## src/prs_regs.svh

```systemverilog
// Purpose: Timing constants and select encodings for the reset supervisor
// Assumes: 40 MHz reference clock, one 0.1 ms tick enable
// Notes: Deglitch, setup delay and timeout all counted in 0.1 ms ticks
`ifndef PRS_REGS_SVH
`define PRS_REGS_SVH
`define PRS_CLK_HZ 40000000
`define PRS_TICK_US 100
`define PRS_TICK_CYC ((`PRS_CLK_HZ / 1000000) * `PRS_TICK_US)
`define PRS_DEGLITCH_MS 20
`define PRS_DEGLITCH_TICKS (`PRS_DEGLITCH_MS * 10)
`define PRS_SEL_GND 2'h0
`define PRS_SEL_OPEN 2'h1
`define PRS_SEL_VCC 2'h2
`define PRS_SEL_RES 2'h3
`define PRS_RES_DIV 20
`define PRS_TICKS_PER_S 10000
`define PRS_TIMEOUT_TICKS 9
// Setup delays per option and select level, in 0.1 ms ticks
`define PRS_SU_A_GND 24'h1388
`define PRS_SU_A_OPEN 24'h2710
`define PRS_SU_A_VCC 24'h4e20
`define PRS_SU_B_GND 24'h7530
`define PRS_SU_B_OPEN 24'h9c40
`define PRS_SU_B_VCC 24'hc350
`define PRS_SU_C_GND 24'hea60
`define PRS_SU_C_OPEN 24'h13880
`define PRS_SU_C_VCC 24'h186a0
`define PRS_SU_D_GND 24'h1fbd0
`define PRS_SU_D_OPEN 24'h249f0
`define PRS_SU_D_VCC 24'h29810
`endif

```

## src/prs_pkg.sv

```systemverilog
// Purpose: Types for the reset supervisor
// Assumes: Nothing
// Notes: Delay options and reset output states as enums
package prs_pkg;
    typedef enum logic [1:0] {
        // One bit flips on hold to wait, wait to run and run to wait
        PRS_ST_HOLD = 2'h0,
        PRS_ST_WAIT = 2'h1,
        PRS_ST_RUN = 2'h3
    } prs_state_t;
    typedef enum logic [2:0] {
        PRS_OPT_A = 3'h0,
        PRS_OPT_B = 3'h1,
        PRS_OPT_C = 3'h2,
        PRS_OPT_D = 3'h3,
        PRS_OPT_E = 3'h4
    } prs_opt_t;
endpackage

```

## src/prs_deglitch.sv

```systemverilog
// Purpose: Deglitch one button input: falling edge delayed, release debounced
// Assumes: i_tick is a one-cycle 0.1 ms enable
// Notes: Output high means released
`include "prs_regs.svh"
`timescale 1ns/1ps
`default_nettype none
module prs_deglitch #(
    parameter int DG_TICKS = `PRS_DEGLITCH_TICKS
) (
    input wire logic i_ref_clk,
    input wire logic i_reset_n,
    input wire logic i_tick,
    input wire logic i_button,
    output logic o_level
);
    logic [15:0] cnt_r;
    logic lvl_r;
    wire differs = i_button != lvl_r;
    // Both directions need a steady 20 ms; release bounce restarts the count
    always_ff @(posedge i_ref_clk)
    begin
        if (!i_reset_n)
        begin
            cnt_r <= 16'h0;
            lvl_r <= 1'b1;
        end
        else if (!differs)
            cnt_r <= 16'h0;
        else if (i_tick)
        begin
            if (cnt_r == 16'(DG_TICKS - 1))
            begin
                lvl_r <= i_button;
                cnt_r <= 16'h0;
            end
            else
                cnt_r <= cnt_r + 16'h1;
        end
    end
    assign o_level = lvl_r;
endmodule
`default_nettype wire

```

## src/prs_supervisor.sv

```systemverilog
// Purpose: Pushbutton reset supervisor with supply-good reset
// Assumes: Inputs synchronous to i_ref_clk; supply-good already clean
// Notes: Setup delay fixed at the first cycle after reset release
`include "prs_regs.svh"
`timescale 1ns/1ps
`default_nettype none
module prs_supervisor #(
    parameter bit DUAL = 1'b0,
    parameter prs_pkg::prs_opt_t OPT = prs_pkg::PRS_OPT_A,
    // Timeout in 0.1 ms ticks; 9 = 0.9 ms (suffix A), 73728 = suffix S
    parameter int TIMEOUT_TICKS = `PRS_TIMEOUT_TICKS,
    parameter int TICK_CYC = `PRS_TICK_CYC,
    parameter int DG_TICKS = `PRS_DEGLITCH_TICKS
) (
    input wire logic i_ref_clk,
    input wire logic i_reset_n,
    input wire logic i_supply_good,
    input wire logic i_button_in_a,
    input wire logic i_button_in_b,
    input wire logic [1:0] i_sel_level,
    input wire logic [9:0] i_sel_kohm,
    output logic o_reset_n,
    output logic o_soft_reset_n
);
    // Counter widths: 17-bit timeout, 16-bit divider and deglitch
    generate
        if (TIMEOUT_TICKS < 1 || TIMEOUT_TICKS > 131071 || TICK_CYC < 1
            || TICK_CYC > 65536 || DG_TICKS < 1 || DG_TICKS > 65535)
        begin : gen_bad_param
            $error("prs_supervisor: unsupported parameter values");
        end
    endgenerate

    // Free timebase: one-cycle tick every 0.1 ms
    logic [15:0] div_r;
    logic tick_r;
    always_ff @(posedge i_ref_clk)
    begin
        if (!i_reset_n)
        begin
            div_r <= 16'h0;
            tick_r <= 1'b0;
        end
        else
        begin
            tick_r <= div_r == 16'(TICK_CYC - 1);
            div_r <= (div_r == 16'(TICK_CYC - 1)) ? 16'h0 : div_r + 16'h1;
        end
    end

    logic lvl_a, lvl_b;
    genvar g;
    generate
        for (g = 0; g < 2; g++)
        begin : gen_dg
            logic lvl;
            prs_deglitch #(.DG_TICKS(DG_TICKS)) u_dg (
                .i_ref_clk(i_ref_clk),
                .i_reset_n(i_reset_n),
                .i_tick(tick_r),
                .i_button(g == 0 ? i_button_in_a : (DUAL ? i_button_in_b
                                                         : 1'b0)),
                .o_level(lvl)
            );
        end
    endgenerate
    assign lvl_a = gen_dg[0].lvl;
    assign lvl_b = gen_dg[1].lvl;

    // Setup delay in 0.1 ms ticks from option and select level, or from i_sel_kohm for option E
    function automatic logic [23:0] setup_ticks(input logic [1:0] lv,
                                               input logic [9:0] kohm);
        logic [23:0] t;
        t = 24'h0;
        case (OPT)
            prs_pkg::PRS_OPT_A: t = (lv == `PRS_SEL_GND) ? `PRS_SU_A_GND :
                (lv == `PRS_SEL_OPEN) ? `PRS_SU_A_OPEN : `PRS_SU_A_VCC;
            prs_pkg::PRS_OPT_B: t = (lv == `PRS_SEL_GND) ? `PRS_SU_B_GND :
                (lv == `PRS_SEL_OPEN) ? `PRS_SU_B_OPEN : `PRS_SU_B_VCC;
            prs_pkg::PRS_OPT_C: t = (lv == `PRS_SEL_GND) ? `PRS_SU_C_GND :
                (lv == `PRS_SEL_OPEN) ? `PRS_SU_C_OPEN : `PRS_SU_C_VCC;
            prs_pkg::PRS_OPT_D: t = (lv == `PRS_SEL_GND) ? `PRS_SU_D_GND :
                (lv == `PRS_SEL_OPEN) ? `PRS_SU_D_OPEN : `PRS_SU_D_VCC;
            // kohm/20 s = kohm*500 ticks of 0.1 ms
            prs_pkg::PRS_OPT_E: t = 24'(kohm)
                * 24'(`PRS_TICKS_PER_S / `PRS_RES_DIV);
            default: t = `PRS_SU_A_GND;
        endcase
        return (t == 24'h0) ? 24'h1 : t;
    endfunction

    logic [23:0] su_lim_r;
    logic su_taken_r;
    always_ff @(posedge i_ref_clk)
    begin
        if (!i_reset_n)
        begin
            su_lim_r <= 24'h1;
            su_taken_r <= 1'b0;
        end
        else if (!su_taken_r)
        begin
            su_lim_r <= setup_ticks(i_sel_level,
                i_sel_kohm);
            su_taken_r <= 1'b1;
        end
    end

    // Pressed: the active buttons all recognised low
    wire pressed = DUAL ? (!lvl_a && !lvl_b) : !lvl_a;
    logic [23:0] su_cnt_r;
    logic armed_r, fire_r;
    wire su_done = su_taken_r && pressed && armed_r && tick_r
        && su_cnt_r == su_lim_r - 24'h1;
    always_ff @(posedge i_ref_clk)
    begin
        if (!i_reset_n)
        begin
            su_cnt_r <= 24'h0;
            armed_r <= 1'b1;
            fire_r <= 1'b0;
        end
        else
        begin
            fire_r <= su_done;
            if (!pressed)
            begin
                su_cnt_r <= 24'h0;
                armed_r <= 1'b1;
            end
            else if (su_done)
            begin
                su_cnt_r <= 24'h0;
                armed_r <= 1'b0;
            end
            else if (armed_r && tick_r)
                su_cnt_r <= su_cnt_r + 24'h1;
        end
    end

    // Reset output state machine
    prs_pkg::prs_state_t st_r, st_nxt;
    logic [16:0] to_cnt_r;
    wire to_done = tick_r && to_cnt_r == 17'(TIMEOUT_TICKS - 1);
    always_comb
    begin
        st_nxt = st_r;
        case (st_r)
            prs_pkg::PRS_ST_HOLD:
                if (i_supply_good)
                    st_nxt = prs_pkg::PRS_ST_WAIT;
            prs_pkg::PRS_ST_WAIT:
                if (!i_supply_good)
                    st_nxt = prs_pkg::PRS_ST_HOLD;
                else if (to_done)
                    st_nxt = prs_pkg::PRS_ST_RUN;
            prs_pkg::PRS_ST_RUN:
                if (!i_supply_good)
                    st_nxt = prs_pkg::PRS_ST_HOLD;
                else if (fire_r)
                    st_nxt = prs_pkg::PRS_ST_WAIT;
            default: st_nxt = prs_pkg::PRS_ST_HOLD;
        endcase
    end

    logic rst_n_r, soft_n_r;
    always_ff @(posedge i_ref_clk)
    begin
        if (!i_reset_n)
        begin
            st_r <= prs_pkg::PRS_ST_HOLD;
            to_cnt_r <= 17'h0;
            rst_n_r <= 1'b0;
            soft_n_r <= 1'b1;
        end
        else
        begin
            st_r <= st_nxt;
            if (st_nxt != prs_pkg::PRS_ST_WAIT
                || st_r != prs_pkg::PRS_ST_WAIT)
                to_cnt_r <= 17'h0;
            else if (tick_r)
                to_cnt_r <= to_cnt_r + 17'h1;
            rst_n_r <= st_nxt == prs_pkg::PRS_ST_RUN;
            soft_n_r <= DUAL ? 1'b1 : lvl_a;
        end
    end
    assign o_reset_n = rst_n_r;
    assign o_soft_reset_n = soft_n_r;
endmodule
`default_nettype wire
```

## config.mk

```make
export PLATFORM = sky130hd
export DESIGN_NAME = prs_supervisor
export DESIGN_NICKNAME = d
export VERILOG_FILES = /design/src/prs_pkg.sv /design/src/prs_deglitch.sv /design/src/prs_supervisor.sv
export VERILOG_INCLUDE_DIRS = /design/src /design/src/src
export SDC_FILE = /design/constraint.sdc
export NUM_CORES = 1
export LEC_CHECK = 0
export BUFFER_PORTS_ARGS = -buffer_cell sky130_fd_sc_hd__buf_2
export CORE_ASPECT_RATIO = 1.4
export CORE_MARGIN = 8
export CORE_UTILIZATION = 51
export CTS_CLUSTER_SIZE = 12
export DETAILED_ROUTE_END_ITERATION = 12
export PLACE_DENSITY = 0.77
export SLEW_MARGIN = 10
export SYNTH_ARGS = -nofsm -noshare
export SYNTH_HDL_FRONTEND = slang
export SYNTH_SLANG_ARGS = --single-unit
export TNS_END_PERCENT = 20
```

## constraint.sdc

```tcl
create_clock -name i_ref_clk -period 4.95 [get_ports i_ref_clk]
set_input_delay 0.7425 -clock i_ref_clk [delete_from_list [all_inputs] [get_ports i_ref_clk]]
set_output_delay 0.7425 -clock i_ref_clk [all_outputs]
set_load 0.005 [all_outputs]
```

==> run summary, run 1 <==
The flow ran to the end, and the final reports show no timing, DRC or antenna violations. The total setup buffers inserted after CTS came out at 0. In the final routed layout, each cell accounts on average for 13.68 microns. The total leakage power is 1.612 nW. Setup repair after global routing left no endpoint under its margin. The area of the die came out at 0.01138 sq mm. The maximum fanout encountered on the critical timing path came out at 24. The standard cell with the maximum stage delay on the critical path is sky130_fd_sc_hd__o311ai_4. The number of gates resized after CTS was 0. The number of clock sinks came out at 89. The first global-routing pass estimated 14.12 mm of wire. The end-of-flow core utilization is 56.91%. After synthesis the netlist holds a flip-flop and latch count of 89. The critical path's largest stage delay is 840 ps. The area taken by multi-input logic gates is 0.002262 sq mm.

The repair_antennas step left the layout with diodes totalling 0. The area fraction in compound gates after synthesis came out at 6.205%. STA classifies the critical path endpoint as a flop.

The root buffer cell chosen for the clock tree is sky130_fd_sc_hd__clkbuf_16. The worst hold path belongs to the class flop to flop. Buffers placed on the I/O ports in this run total 7.

After filler insertion, the fill cell instance count of the layout stands at 710. The worst clock skew came out at 5.988 ps. The number of different library cells in the post-synthesis netlist is 45.

The time the worst path needs with I/O delays and setup is 3087 ps. The signal on the critical path passes through inv_1, ha_1, xor2_1, o2111ai_1, a2111oi_2, o2111ai_1, o311ai_4, nor2_1. The worst setup path is of the flop to flop kind.

The first-pass iteration count of the detailed router is 4. The number of max-slew violations in the final report came out at 0. For this run, the number of standard cells in the final layout without fillers is 594. The number of hold buffers added after CTS was 0. The setup violation total in the final timing report is 0. The dominant combinational cell family by area after synthesis is simple AND/OR/NAND/NOR gates. The transition time at the pin with the least slew margin is 975.7 ps. The flip-flop and latch area came out at 0.001782 sq mm. The count of maximum capacitance violations came out at 0. The required time at the endpoint of the critical path is 5130 ps. The number of buffers on the longest clock path came out at 2. In the routed design, unresolved DRC markers number 0. For this run, the post-layout net count is 510. The overflow left after global routing came out at 0.

Measured along the y axis, the die boundary spans 123.0 microns. The timing-limited maximum frequency is 0.3239 GHz. The fraction of synthesized area in multiplexers is 1.199%.

The average cell area after synthesis is 8.588 sq um. The post-synthesis cell area is 0.004174 sq mm. The insertion delay of the later-clocked pin in the worst-skew pair is 340 ps.

Of the total synthesized cell area, the portion taken by XOR and XNOR cells is 16.58%. The startpoint identified for the worst hold timing path is st_r[0]$_SDFF_PN0_. The number of enable flip-flop cells after synthesis is 0.

The number of nets handed over by synthesis was 509. For this design the ratio of total power to cell area is 332.2 mW/mm^2. The number of global-route vias before repair came to 3152. In the layout the commonest cells are sky130_fd_sc_hd__nor2_1 (95), sky130_fd_sc_hd__dfxtp_1 (89), sky130_fd_sc_hd__xor2_1 (55), sky130_fd_sc_hd__nand2_1 (34), sky130_fd_sc_hd__nand3_1 (30). The number of H-tree branching levels came out at 3. The number of instances in the synthesized netlist came out at 486. The initial utilization of the core area, before any placement, comes to 51.84%. The library cell used most frequently in the layout, excluding fill and tap cells, is sky130_fd_sc_hd__nor2_1. The violation count after the first detailed-routing iteration is 222. Entering global routing, the biggest net connects 25 pins.

The post-synthesis share of cell area spent on full adders, half adders and majority gates is 1.799%. The startpoint identified for the worst register-to-register timing path is su_lim_r[12]$_SDFFE_PN0N_. The summed negative setup slack over all endpoints came out at 0 ps. The count of pins on the block boundary came out at 19. The instance count after placement with tap cells included came out at 578. In this run the worst setup path begins at su_lim_r[12]$_SDFFE_PN0N_. The startpoint kind of the worst setup timing path is a flop. The cell that appears most often on the critical path is sky130_fd_sc_hd__o2111ai_1.

The endpoint arrival time on the critical path is 3270 ps. Of the total synthesized cell area, the portion taken by AND, OR, NAND and NOR gates is 28.42%. In this run the remaining antenna-violating nets after routing total 0. The final wirelength is 8.128 mm.

The width of the chip came out at 92.46 microns. The top flip-flop cell by instance count after synthesis is sky130_fd_sc_hd__dfxtp_1. The hold violation total from the final report came out at 0. The number of cell rows came out at 39. The core outline area came out at 0.008051 sq mm.

The number of buffers added by the clock tree synthesis step came out at 9. The total of warnings raised by yosys is 0. Summing the sequential cell areas from Yosys gives 42.69% of the chip area. The detailed router placed 3312 vias in this run. The layout overhead on the synthesized area came out at 9.772%.

The routability congestion estimate from global placement came out at 0.8810. The post-route fraction of the period consumed by the critical path came out at 62.37%. Across the VDD grid, the largest voltage drop is 296.0 uV.

Using the TritonRoute via totals, the vias-per-cell ratio works out to 5.576. The proportion of layout cells with a drive suffix above 1 came out at 6.098%. The HPWL after detailed placement is 5.649 mm. The clock edge transition at the registers on the reported setup and hold paths is 60 ps.

Across every metal layer, demand over resource in global routing totals 15.22%. The TritonCTS clock tree is yes. The number of antenna violations at the first check in global routing is 0. The worst-case headroom to the max-slew limit is 34.80%. The share of async-settable or async-resettable flops after synthesis came out at 0%.
==> per-layer routing <==
metal	wire (microns)	share of wire (%)	vias to the layer above	GRT usage [%]
met5	0	0	-	0
met4	242	3.0	0	8.595
met3	226	2.8	17	3.645
met2	4226	52	53	26.82
met1	3432	42	1574	16.39
li1	-	-	1668	-
==> worst max-delay path: cells and delay by family (launching register included) <==
| family | cells | cell delay, ps |
|---|---|---|
| fa+ha+maj | 1 | 310 |
| simple gates | 1 | 120 |
| compound gates | 4 | 1640 |
| flops | 1 | 570 |
| buf+inv | 1 | 120 |
| xor+xnor | 1 | 170 |
==> through the flow <==
stage          hold slack, ps  area (sq um)  setup slack, ps  power, mW
2_1_floorplan           425.8          4174             2565     0.7900
3_3_place_gp            437.8          4252             1945     0.8011
3_5_place_dp            453.7          4252             1866     0.8030
4_1_cts                 464.3          4582             1858      1.536
5_1_grt                 487.0          4582             1616      1.571
6_report                464.3          4582             1863      1.522
==> flip-flops by register name, summed over array words and instances, names as in the netlist, 2 cells and up <==
signal / flops
st_r: 2
su_cnt_r: 24
su_lim_r: 7
to_cnt_r: 17
div_r: 16
gen_dg.u_dg.cnt_r: 16
==> path summary, 6_finish.rpt <==
| path | slack [ps] | depth (start not counted) | endpoint |
|---|---|---|---|
| worst min register to register | 460 | 2 | st_r[0]$_SDFF_PN0_ |
| worst max register to register | 1860 | 8 | su_cnt_r[23]$_SDFFE_PP0P_ |
| worst max-delay path | 1860 | 8 | su_cnt_r[23]$_SDFFE_PP0P_ |
| worst min-delay path | 460 | 2 | st_r[0]$_SDFF_PN0_ |
==> report_power, final <==
| part | switching (mW) | total [mW] | internal (mW) |
|---|---|---|---|
| combinational | 0.0339 | 0.0556 | 0.0217 |
| clock | 0.266 | 0.734 | 0.467 |
| sequential | 0.0105 | 0.733 | 0.723 |
| total | 0.311 | 1.52 | 1.21 |
==> cell usage after synthesis, types with 6 or more instances <==
| cell | count | area, sq um |
|---|---|---|
| sky130_fd_sc_hd__xor2_1 | 55 | 481.7 |
| sky130_fd_sc_hd__nor4_1 | 9 | 56.30 |
| sky130_fd_sc_hd__xnor2_1 | 24 | 210.2 |
| sky130_fd_sc_hd__a21oi_1 | 11 | 55.05 |
| sky130_fd_sc_hd__nand2_1 | 34 | 127.6 |
| sky130_fd_sc_hd__dfxtp_1 | 89 | 1782 |
| sky130_fd_sc_hd__inv_1 | 11 | 41.29 |
| sky130_fd_sc_hd__nor3_1 | 10 | 50.05 |
| sky130_fd_sc_hd__and3_1 | 14 | 87.58 |
| sky130_fd_sc_hd__nand3_1 | 30 | 150.1 |
| sky130_fd_sc_hd__ha_1 | 6 | 75.07 |
| sky130_fd_sc_hd__clkbuf_1 | 9 | 33.78 |
| sky130_fd_sc_hd__nor2_1 | 95 | 356.6 |
| sky130_fd_sc_hd__nand4_1 | 23 | 143.9 |
==> cells by family after synthesis <==
logic type                 Yosys count
muxes                                5
DFF                                 89
xor gates and xnor gates            79
AOI/OAI and AO/OA                   35
buffers and inverters               29
adders and majority gates            6
and+or+nand+nor                    243
==> area by class of cell <==
type / count / share of cell area [%]
inverters: 12 / 0.9831
flip-flops and latches: 89 / 38.89
multi-input cells: 368 / 49.37
clock inverters: 5 / 1.693
well taps: 102 / 2.785
repair buffers: 7 / 0.7646
clock buffers: 11 / 5.516
Power figures use the tool's default switching activity.
==> run 2: changes to the inputs <==
==> constraint.sdc (replaced) <==
create_clock -name i_ref_clk -period 3.1 [get_ports i_ref_clk]
set_input_delay 0.465 -clock i_ref_clk [delete_from_list [all_inputs] [get_ports i_ref_clk]]
set_output_delay 0.465 -clock i_ref_clk [all_outputs]
set_load 0.005 [all_outputs]
==> run 2 against run 1 <==
Net effect:
- routed wire length fell by 1.6%
- sequential power rose by 60%
- combinational power rose by 62%
- clock power rose by 43%
- via count fell by 0.12%
- clock-buffer cell count did not move
- fmax rose by 18%
- register-to-register slack got worse by 1400 ps
- critical path depth rose by 1
- power rose by 52%
- critical path type unchanged
- largest power group is now registers
- highest routed layer unchanged
==> run summary, run 2 (synthesis gave the netlist of run 1 again) <==
The flow ran to the end, and the final reports show no timing, DRC or antenna violations. The power consumption came out at 2.309 mW. The routability congestion estimate from global placement is 0.8976.

The critical path's largest stage delay is 450 ps. In the final design database the tool counted 513 nets. Setup repair after global routing left no endpoint under its margin.

The post-route fraction of the period consumed by the critical path is 84.07%. The mean number of vias per cell is 5.541. The largest registers in the layout are su_cnt_r x24, to_cnt_r x17.

The worst clock skew is 3.889 ps. The maximum number of pins on one net before global-route repair is 20. The first-pass GRT wire length came out at 14.21 mm.

The startpoint-to-endpoint class of the critical path is flop to flop. The number of cell rows came out at 39. Port buffering added 7 buffers.

Of the cells placed in the final design, the portion with a size suffix greater than 1 is 6.263%. The number of clock sinks is 89. The width of the chip is 92.46 microns. The slowest stage of the critical path is the sky130_fd_sc_hd__dfxtp_1 cell. The effective utilization at floorplan came out at 51.84%.

The summed negative setup slack over all endpoints came out at 0 ps. Max-cap violations in this run came to 0. The layout overhead on the synthesized area is 9.622%. The first-pass iteration count of the detailed router came out at 4. Traced cell by cell, the critical path runs through inv_2, ha_1, xor2_1, o2111ai_1, a2111oi_2, o2111ai_1, o311ai_4, buf_12, nor2_1. The number of buffers added by the clock tree synthesis step came out at 9. The power per cell area came out at 504.6 mW/mm^2. Post-CTS timing repair inserted 0 buffers for setup. The maximum fanout encountered on the critical timing path came out at 19. Headroom to the max-slew limit came out at 47.67%. The library cell used most frequently in the layout, excluding fill and tap cells, is sky130_fd_sc_hd__nor2_1.

The final layout contains routed wiring with a total length of 7.998 mm. The endpoint kind of the worst setup timing path is a flop. The overall die height came out at 123.0 microns. Measured on the finished design, the core utilization comes to 56.83%. The area of the die came out at 0.01138 sq mm. The count of pins on the block boundary came out at 19. The routed wirelength normalized by instance count came out at 13.40 microns. The timing-limited maximum frequency is 0.3837 GHz. In this run the deepest clock path goes through 2 buffers. For the worst setup path, the data arrival time is 2840 ps. The time the worst path needs with I/O delays and setup is 2606 ps. VDD sags by at most 424.9 uV. STA classifies the critical path startpoint as a flop. The number of buffers and inverters on the critical path is 2. The clock edge transition at the registers on the reported setup and hold paths came out at 60 ps. Summed over all cells, the static leakage comes to 1.611 nW.

The tightest min-delay check is of the primary input to flop type. Setup violations remaining at the end of the flow were counted as 0. The HPWL after detailed placement is 5.614 mm. The cell sitting at the root of the clock tree is a sky130_fd_sc_hd__clkbuf_16.

The final route contains 3308 vias. The number of antenna violations at the first check in global routing is 0. The hold violation total from the final report came out at 0. The most numerous cell type found on the critical path is sky130_fd_sc_hd__o2111ai_1. In the layout the commonest cells are sky130_fd_sc_hd__nor2_1 (95), sky130_fd_sc_hd__dfxtp_1 (89), sky130_fd_sc_hd__xor2_1 (55), sky130_fd_sc_hd__nand2_1 (34), sky130_fd_sc_hd__nand3_1 (30).

The core outline area is 0.008051 sq mm. STA puts the critical path data required time at 3330 ps. The flip-flop count of the largest register, all copies and words added came out at 24. The number of antenna cells inserted came out at 0.

The violation count after the first detailed-routing iteration is 230. The post-route DRC violation count is 0. The number of H-tree branching levels came out at 3.

The kind of cell with the highest combined delay along the critical path is compound AO/OA/AOI/OAI gates. The number of gates resized after CTS was 0. The count of nets left with antenna violations once routing finished came out at 0.

Summed over all layers, the global routing overflow is 0. The global-route usage over all layers came out at 15.28%. The number of buffers inserted by hold repair at cts came out at 0.

The register with the most flip-flops is su_cnt_r. The transition time at the pin with the least slew margin is 777.8 ps. TritonCTS built the clock tree.

The number of max-slew violations in the final report is 0. The number of global-route vias before repair is 3338. The insertion delay of the later-clocked pin in the worst-skew pair is 340 ps.
run 2: metrics by stage:
step | hold WS (ps) | instances | area, sq um | worst slack (ps)
floorplan | 425.8 | 486 | 4174 | 714.7
global placement | 435.6 | 581 | 4287 | 582.1
detailed placement | 441.3 | 581 | 4287 | 506.4
CTS | 351.6 | 597 | 4576 | 493.7
global route | 377.0 | 597 | 4576 | 286.5
finish | 362.3 | 597 | 4576 | 493.8
run 2: power by group:
group          leakage (nW)  switching, mW  total, mW  internal, mW
logic                 0.752         0.0547     0.0899        0.0352
clock network         0.139          0.427       1.05         0.623
registers             0.720         0.0150       1.17          1.15
run 2: final cells by class:
type | count | area (sq um)
Multi-Input combinational cell | 368 | 2262
Sequential cell | 89 | 1782
Clock buffer | 11 | 232.7
Clock inverter | 5 | 56.30
Inverter | 12 | 45.04
Tap cell | 102 | 127.6
Fill cell | 696 | 3476
Timing Repair Buffer | 10 | 70.07
run 2: path summary, 6_finish.rpt:
kind                                               start                        end  slack, ps  depth (start not counted)
worst max-delay path            su_lim_r[0]$_SDFFE_PN1N_  su_cnt_r[19]$_SDFFE_PP0P_        490                          9
worst min-delay path                       i_supply_good         st_r[0]$_SDFF_PN0_        360                          3
worst max register to register  su_lim_r[0]$_SDFFE_PN1N_  su_cnt_r[19]$_SDFFE_PP0P_        490                          9
worst min register to register        st_r[0]$_SDFF_PN0_         st_r[0]$_SDFF_PN0_        450                          2
run 2: worst reg2reg max path: stages, from the launching register on:
cell	delay, ps
sky130_fd_sc_hd__dfxtp_1	450
sky130_fd_sc_hd__inv_2	100
sky130_fd_sc_hd__ha_1	310
sky130_fd_sc_hd__xor2_1	140
sky130_fd_sc_hd__o2111ai_1	130
sky130_fd_sc_hd__a2111oi_2	430
sky130_fd_sc_hd__o2111ai_1	230
sky130_fd_sc_hd__o311ai_4	440
sky130_fd_sc_hd__buf_12	210
sky130_fd_sc_hd__nor2_1	60
run 2: routing by layer:
| layer | share of wire, % | vias to the layer above | global-route usage, % |
|---|---|---|---|
| met5 | 0 | - | 0 |
| met4 | 4.4 | 0 | 10.82 |
| met2 | 50 | 51 | 26.91 |
| met3 | 3.2 | 27 | 3.463 |
| li1 | - | 1672 | - |
| met1 | 43 | 1558 | 15.80 |
==> run 3: changes to the inputs <==
==> constraint.sdc (replaced) <==
create_clock -name i_ref_clk -period 2.45 [get_ports i_ref_clk]
set_input_delay 0.3675 -clock i_ref_clk [delete_from_list [all_inputs] [get_ports i_ref_clk]]
set_output_delay 0.3675 -clock i_ref_clk [all_outputs]
set_load 0.005 [all_outputs]
==> run 3 against run 2 <==
Net effect:
- cell count rose by 1.3%
- combinational power rose by 40%
- clock skew rose by 1.2 ps
- design area rose by 1.9%
- critical path depth fell by 2
- setup slack got worse by 420 ps
- fmax rose by 9.6%
- flip-flop and latch count did not move
- clock-buffer cell count fell by 1
- hold slack got worse by 97 ps
- register-to-register slack got worse by 420 ps
- largest cell class unchanged
==> run summary, run 3 (synthesis gave the netlist of run 1 again) <==
The mean number of vias per cell is 5.521. For this run, the detailed router's first-pass iteration total came to 4. The largest registers in the layout are su_cnt_r x24, to_cnt_r x17. The endpoint kind of the worst setup timing path is a flop.

Data on the critical path is required at its endpoint by 2690 ps. The HPWL after detailed placement is 5.718 mm. The insertion delay of the later-clocked pin in the worst-skew pair is 340 ps. From synthesis to final layout, the design area changed by 11.69%. The post-route DRC violation count is 0. The clock edge transition at the registers on the reported setup and hold paths came out at 60 ps. Dividing total power by cell area gives a power density of 630.5 mW/mm^2.

The worst setup path is launched from a flop. Hold repair after CTS inserted 0 buffers. The global-route usage over all layers is 15.34%. The area of the die is 0.01138 sq mm. The transition time at the pin with the least slew margin is 604.5 ps. The number of antenna violations at the first check in global routing came out at 0.

The end-of-flow core utilization is 57.90%. The number of buffers added by the clock tree synthesis step came out at 9. The endpoint arrival time on the critical path came out at 2610 ps. The maximum fanout encountered on the critical timing path is 4. The run finished with clean final reports. Walking the worst path, the cells encountered are buf_4, or4_4, a21oi_1, o311a_1, o22ai_1, or4_1, a21o_1. The overall die height came out at 123.0 microns.

Derived from the worst setup path, the maximum achievable clock frequency is 0.4206 GHz. The remaining antenna violation count after routing came out at 0. Fill cells in the final layout number 696.

For this run the aggregate overflow at the end of global routing stands at 0. The path category of the worst min-delay check is primary input to flop. The final layout net count came out at 521.

The effective utilization at floorplan is 51.84%. The hold violation total from the final report came out at 0. The port buffer count came out at 7. Leaving out fill and tap cells, the most frequent cell in the layout is sky130_fd_sc_hd__nor2_1. The routed wirelength normalized by instance count is 13.47 microns. The violation count after the first detailed-routing iteration is 245. The total leakage power is 1.665 nW. The worst-case headroom to the max-slew limit came out at 59.59%.

Of the cells placed in the final design, the portion with a size suffix greater than 1 is 8.946%. The number of max-slew violations in the final report came to 0. Among all stages on the critical path, the largest delay is contributed by sky130_fd_sc_hd__or4_1.

The width of the chip is 92.46 microns. VDD sags by at most 511.0 uV. The maximum number of pins on one net before global-route repair came out at 20. The tree is rooted in a sky130_fd_sc_hd__clkbuf_16.

The summed negative setup slack over all endpoints is 0 ps. The final wirelength came out at 8.150 mm. The count of buffering cells on the critical path with inverters included is 1.

The worst setup path is of the flop to flop kind. In the layout the commonest cells are sky130_fd_sc_hd__nor2_1 (95), sky130_fd_sc_hd__dfxtp_1 (87), sky130_fd_sc_hd__xor2_1 (55), sky130_fd_sc_hd__nand2_1 (34), sky130_fd_sc_hd__nand3_1 (30). The number of buffers on the longest clock path came out at 2.

The count of pins on the block boundary came out at 19. The first-pass GRT wire length came out at 14.32 mm. The number of global-route vias before repair is 3324.

The setup violation total in the final timing report came out at 0. The register with the most flip-flops in the layout has 24 of them. The tree built by TritonCTS fans out to 89 sinks. The worst clock skew is 5.126 ps.

The number of H-tree branching levels came out at 3. The count of maximum capacitance violations came out at 0. Routability-driven placement finished with a final weighted congestion of 0.8609. The core outline area is 0.008051 sq mm. The power consumption came out at 2.939 mW. More flip-flops sit in one register than any other, and that register is su_cnt_r.

The time the worst path needs with I/O delays and setup came out at 2378 ps. The TritonCTS clock tree is yes. Setup repair after global routing left no endpoint under its margin.

The number of antenna cells inserted came out at 0. For this run, the slowest stage of the critical path takes 590 ps. The post-route fraction of the period consumed by the critical path came out at 97.05%. The routed via count came out at 3340. The cell family contributing the most delay on the critical path is simple AND/OR/NAND/NOR gates. The number of cell rows is 39.
run 3: layout make-up:
| cell class | count | area, sq um | share of cell area (%) |
|---|---|---|---|
| sequential | 89 | 1784 | 38.27 |
| timing repair buffer | 18 | 130.1 | 2.791 |
| tap | 102 | 127.6 | 2.738 |
| inverter | 12 | 45.04 | 0.9662 |
| clock buffer | 10 | 229.0 | 4.911 |
| clock inverter | 6 | 58.81 | 1.261 |
| multi-input combinational | 368 | 2287 | 49.06 |
run 3: power breakdown:
group / switching (mW) / internal (mW)
registers: 0.0185 / 1.46
clock network: 0.550 / 0.784
logic: 0.0744 / 0.0518
run 3: per-layer routing:
layer,part of all wire [%],GRT usage [%],wire length (microns)
met5,0,0,0
met4,4.1,11.12,332
met3,1.8,2.309,150
met2,52,27.44,4198
met1,43,16.12,3469
run 3: worst register-to-register path, stage by stage (launching register included):
cell and delay [ps]:
sky130_fd_sc_hd__dfxtp_1 320, sky130_fd_sc_hd__buf_4 160, sky130_fd_sc_hd__or4_4 550, sky130_fd_sc_hd__a21oi_1 140
sky130_fd_sc_hd__o311a_1 210, sky130_fd_sc_hd__o22ai_1 90, sky130_fd_sc_hd__or4_1 590, sky130_fd_sc_hd__a21o_1 210
run 3: path summary, 6_finish.rpt:
check	to	depth (start not counted)	slack, ps	start
hold / removal	st_r[0]$_SDFF_PN0_	3	260	i_supply_good
setup / recovery	armed_r$_SDFFE_PP1P_	7	70	su_lim_r[0]$_SDFFE_PN1N_
hold reg to reg	st_r[0]$_SDFF_PN0_	2	450	st_r[0]$_SDFF_PN0_
setup reg to reg	armed_r$_SDFFE_PP1P_	7	70	su_lim_r[0]$_SDFFE_PN1N_
run 3: metrics by stage:
| stage | hold WS [ps] | cells | area [sq um] | worst slack [ps] |
|---|---|---|---|---|
| detailed placement | 446.8 | 589 | 4347 | 101.7 |
| CTS | 263.0 | 605 | 4634 | 80.60 |
| finish | 264.8 | 605 | 4662 | 72.22 |
| global placement | 433.8 | 589 | 4347 | 125.8 |
| floorplan | 395.2 | 486 | 4174 | 64.71 |
| global route | 282.4 | 605 | 4662 | 5.879 |
run 3: timing repair:
action / CTS / global route
gates resized for setup: 0 / 6
setup buffers: 0 / 0
endpoints found under the setup margin: 0 / 25
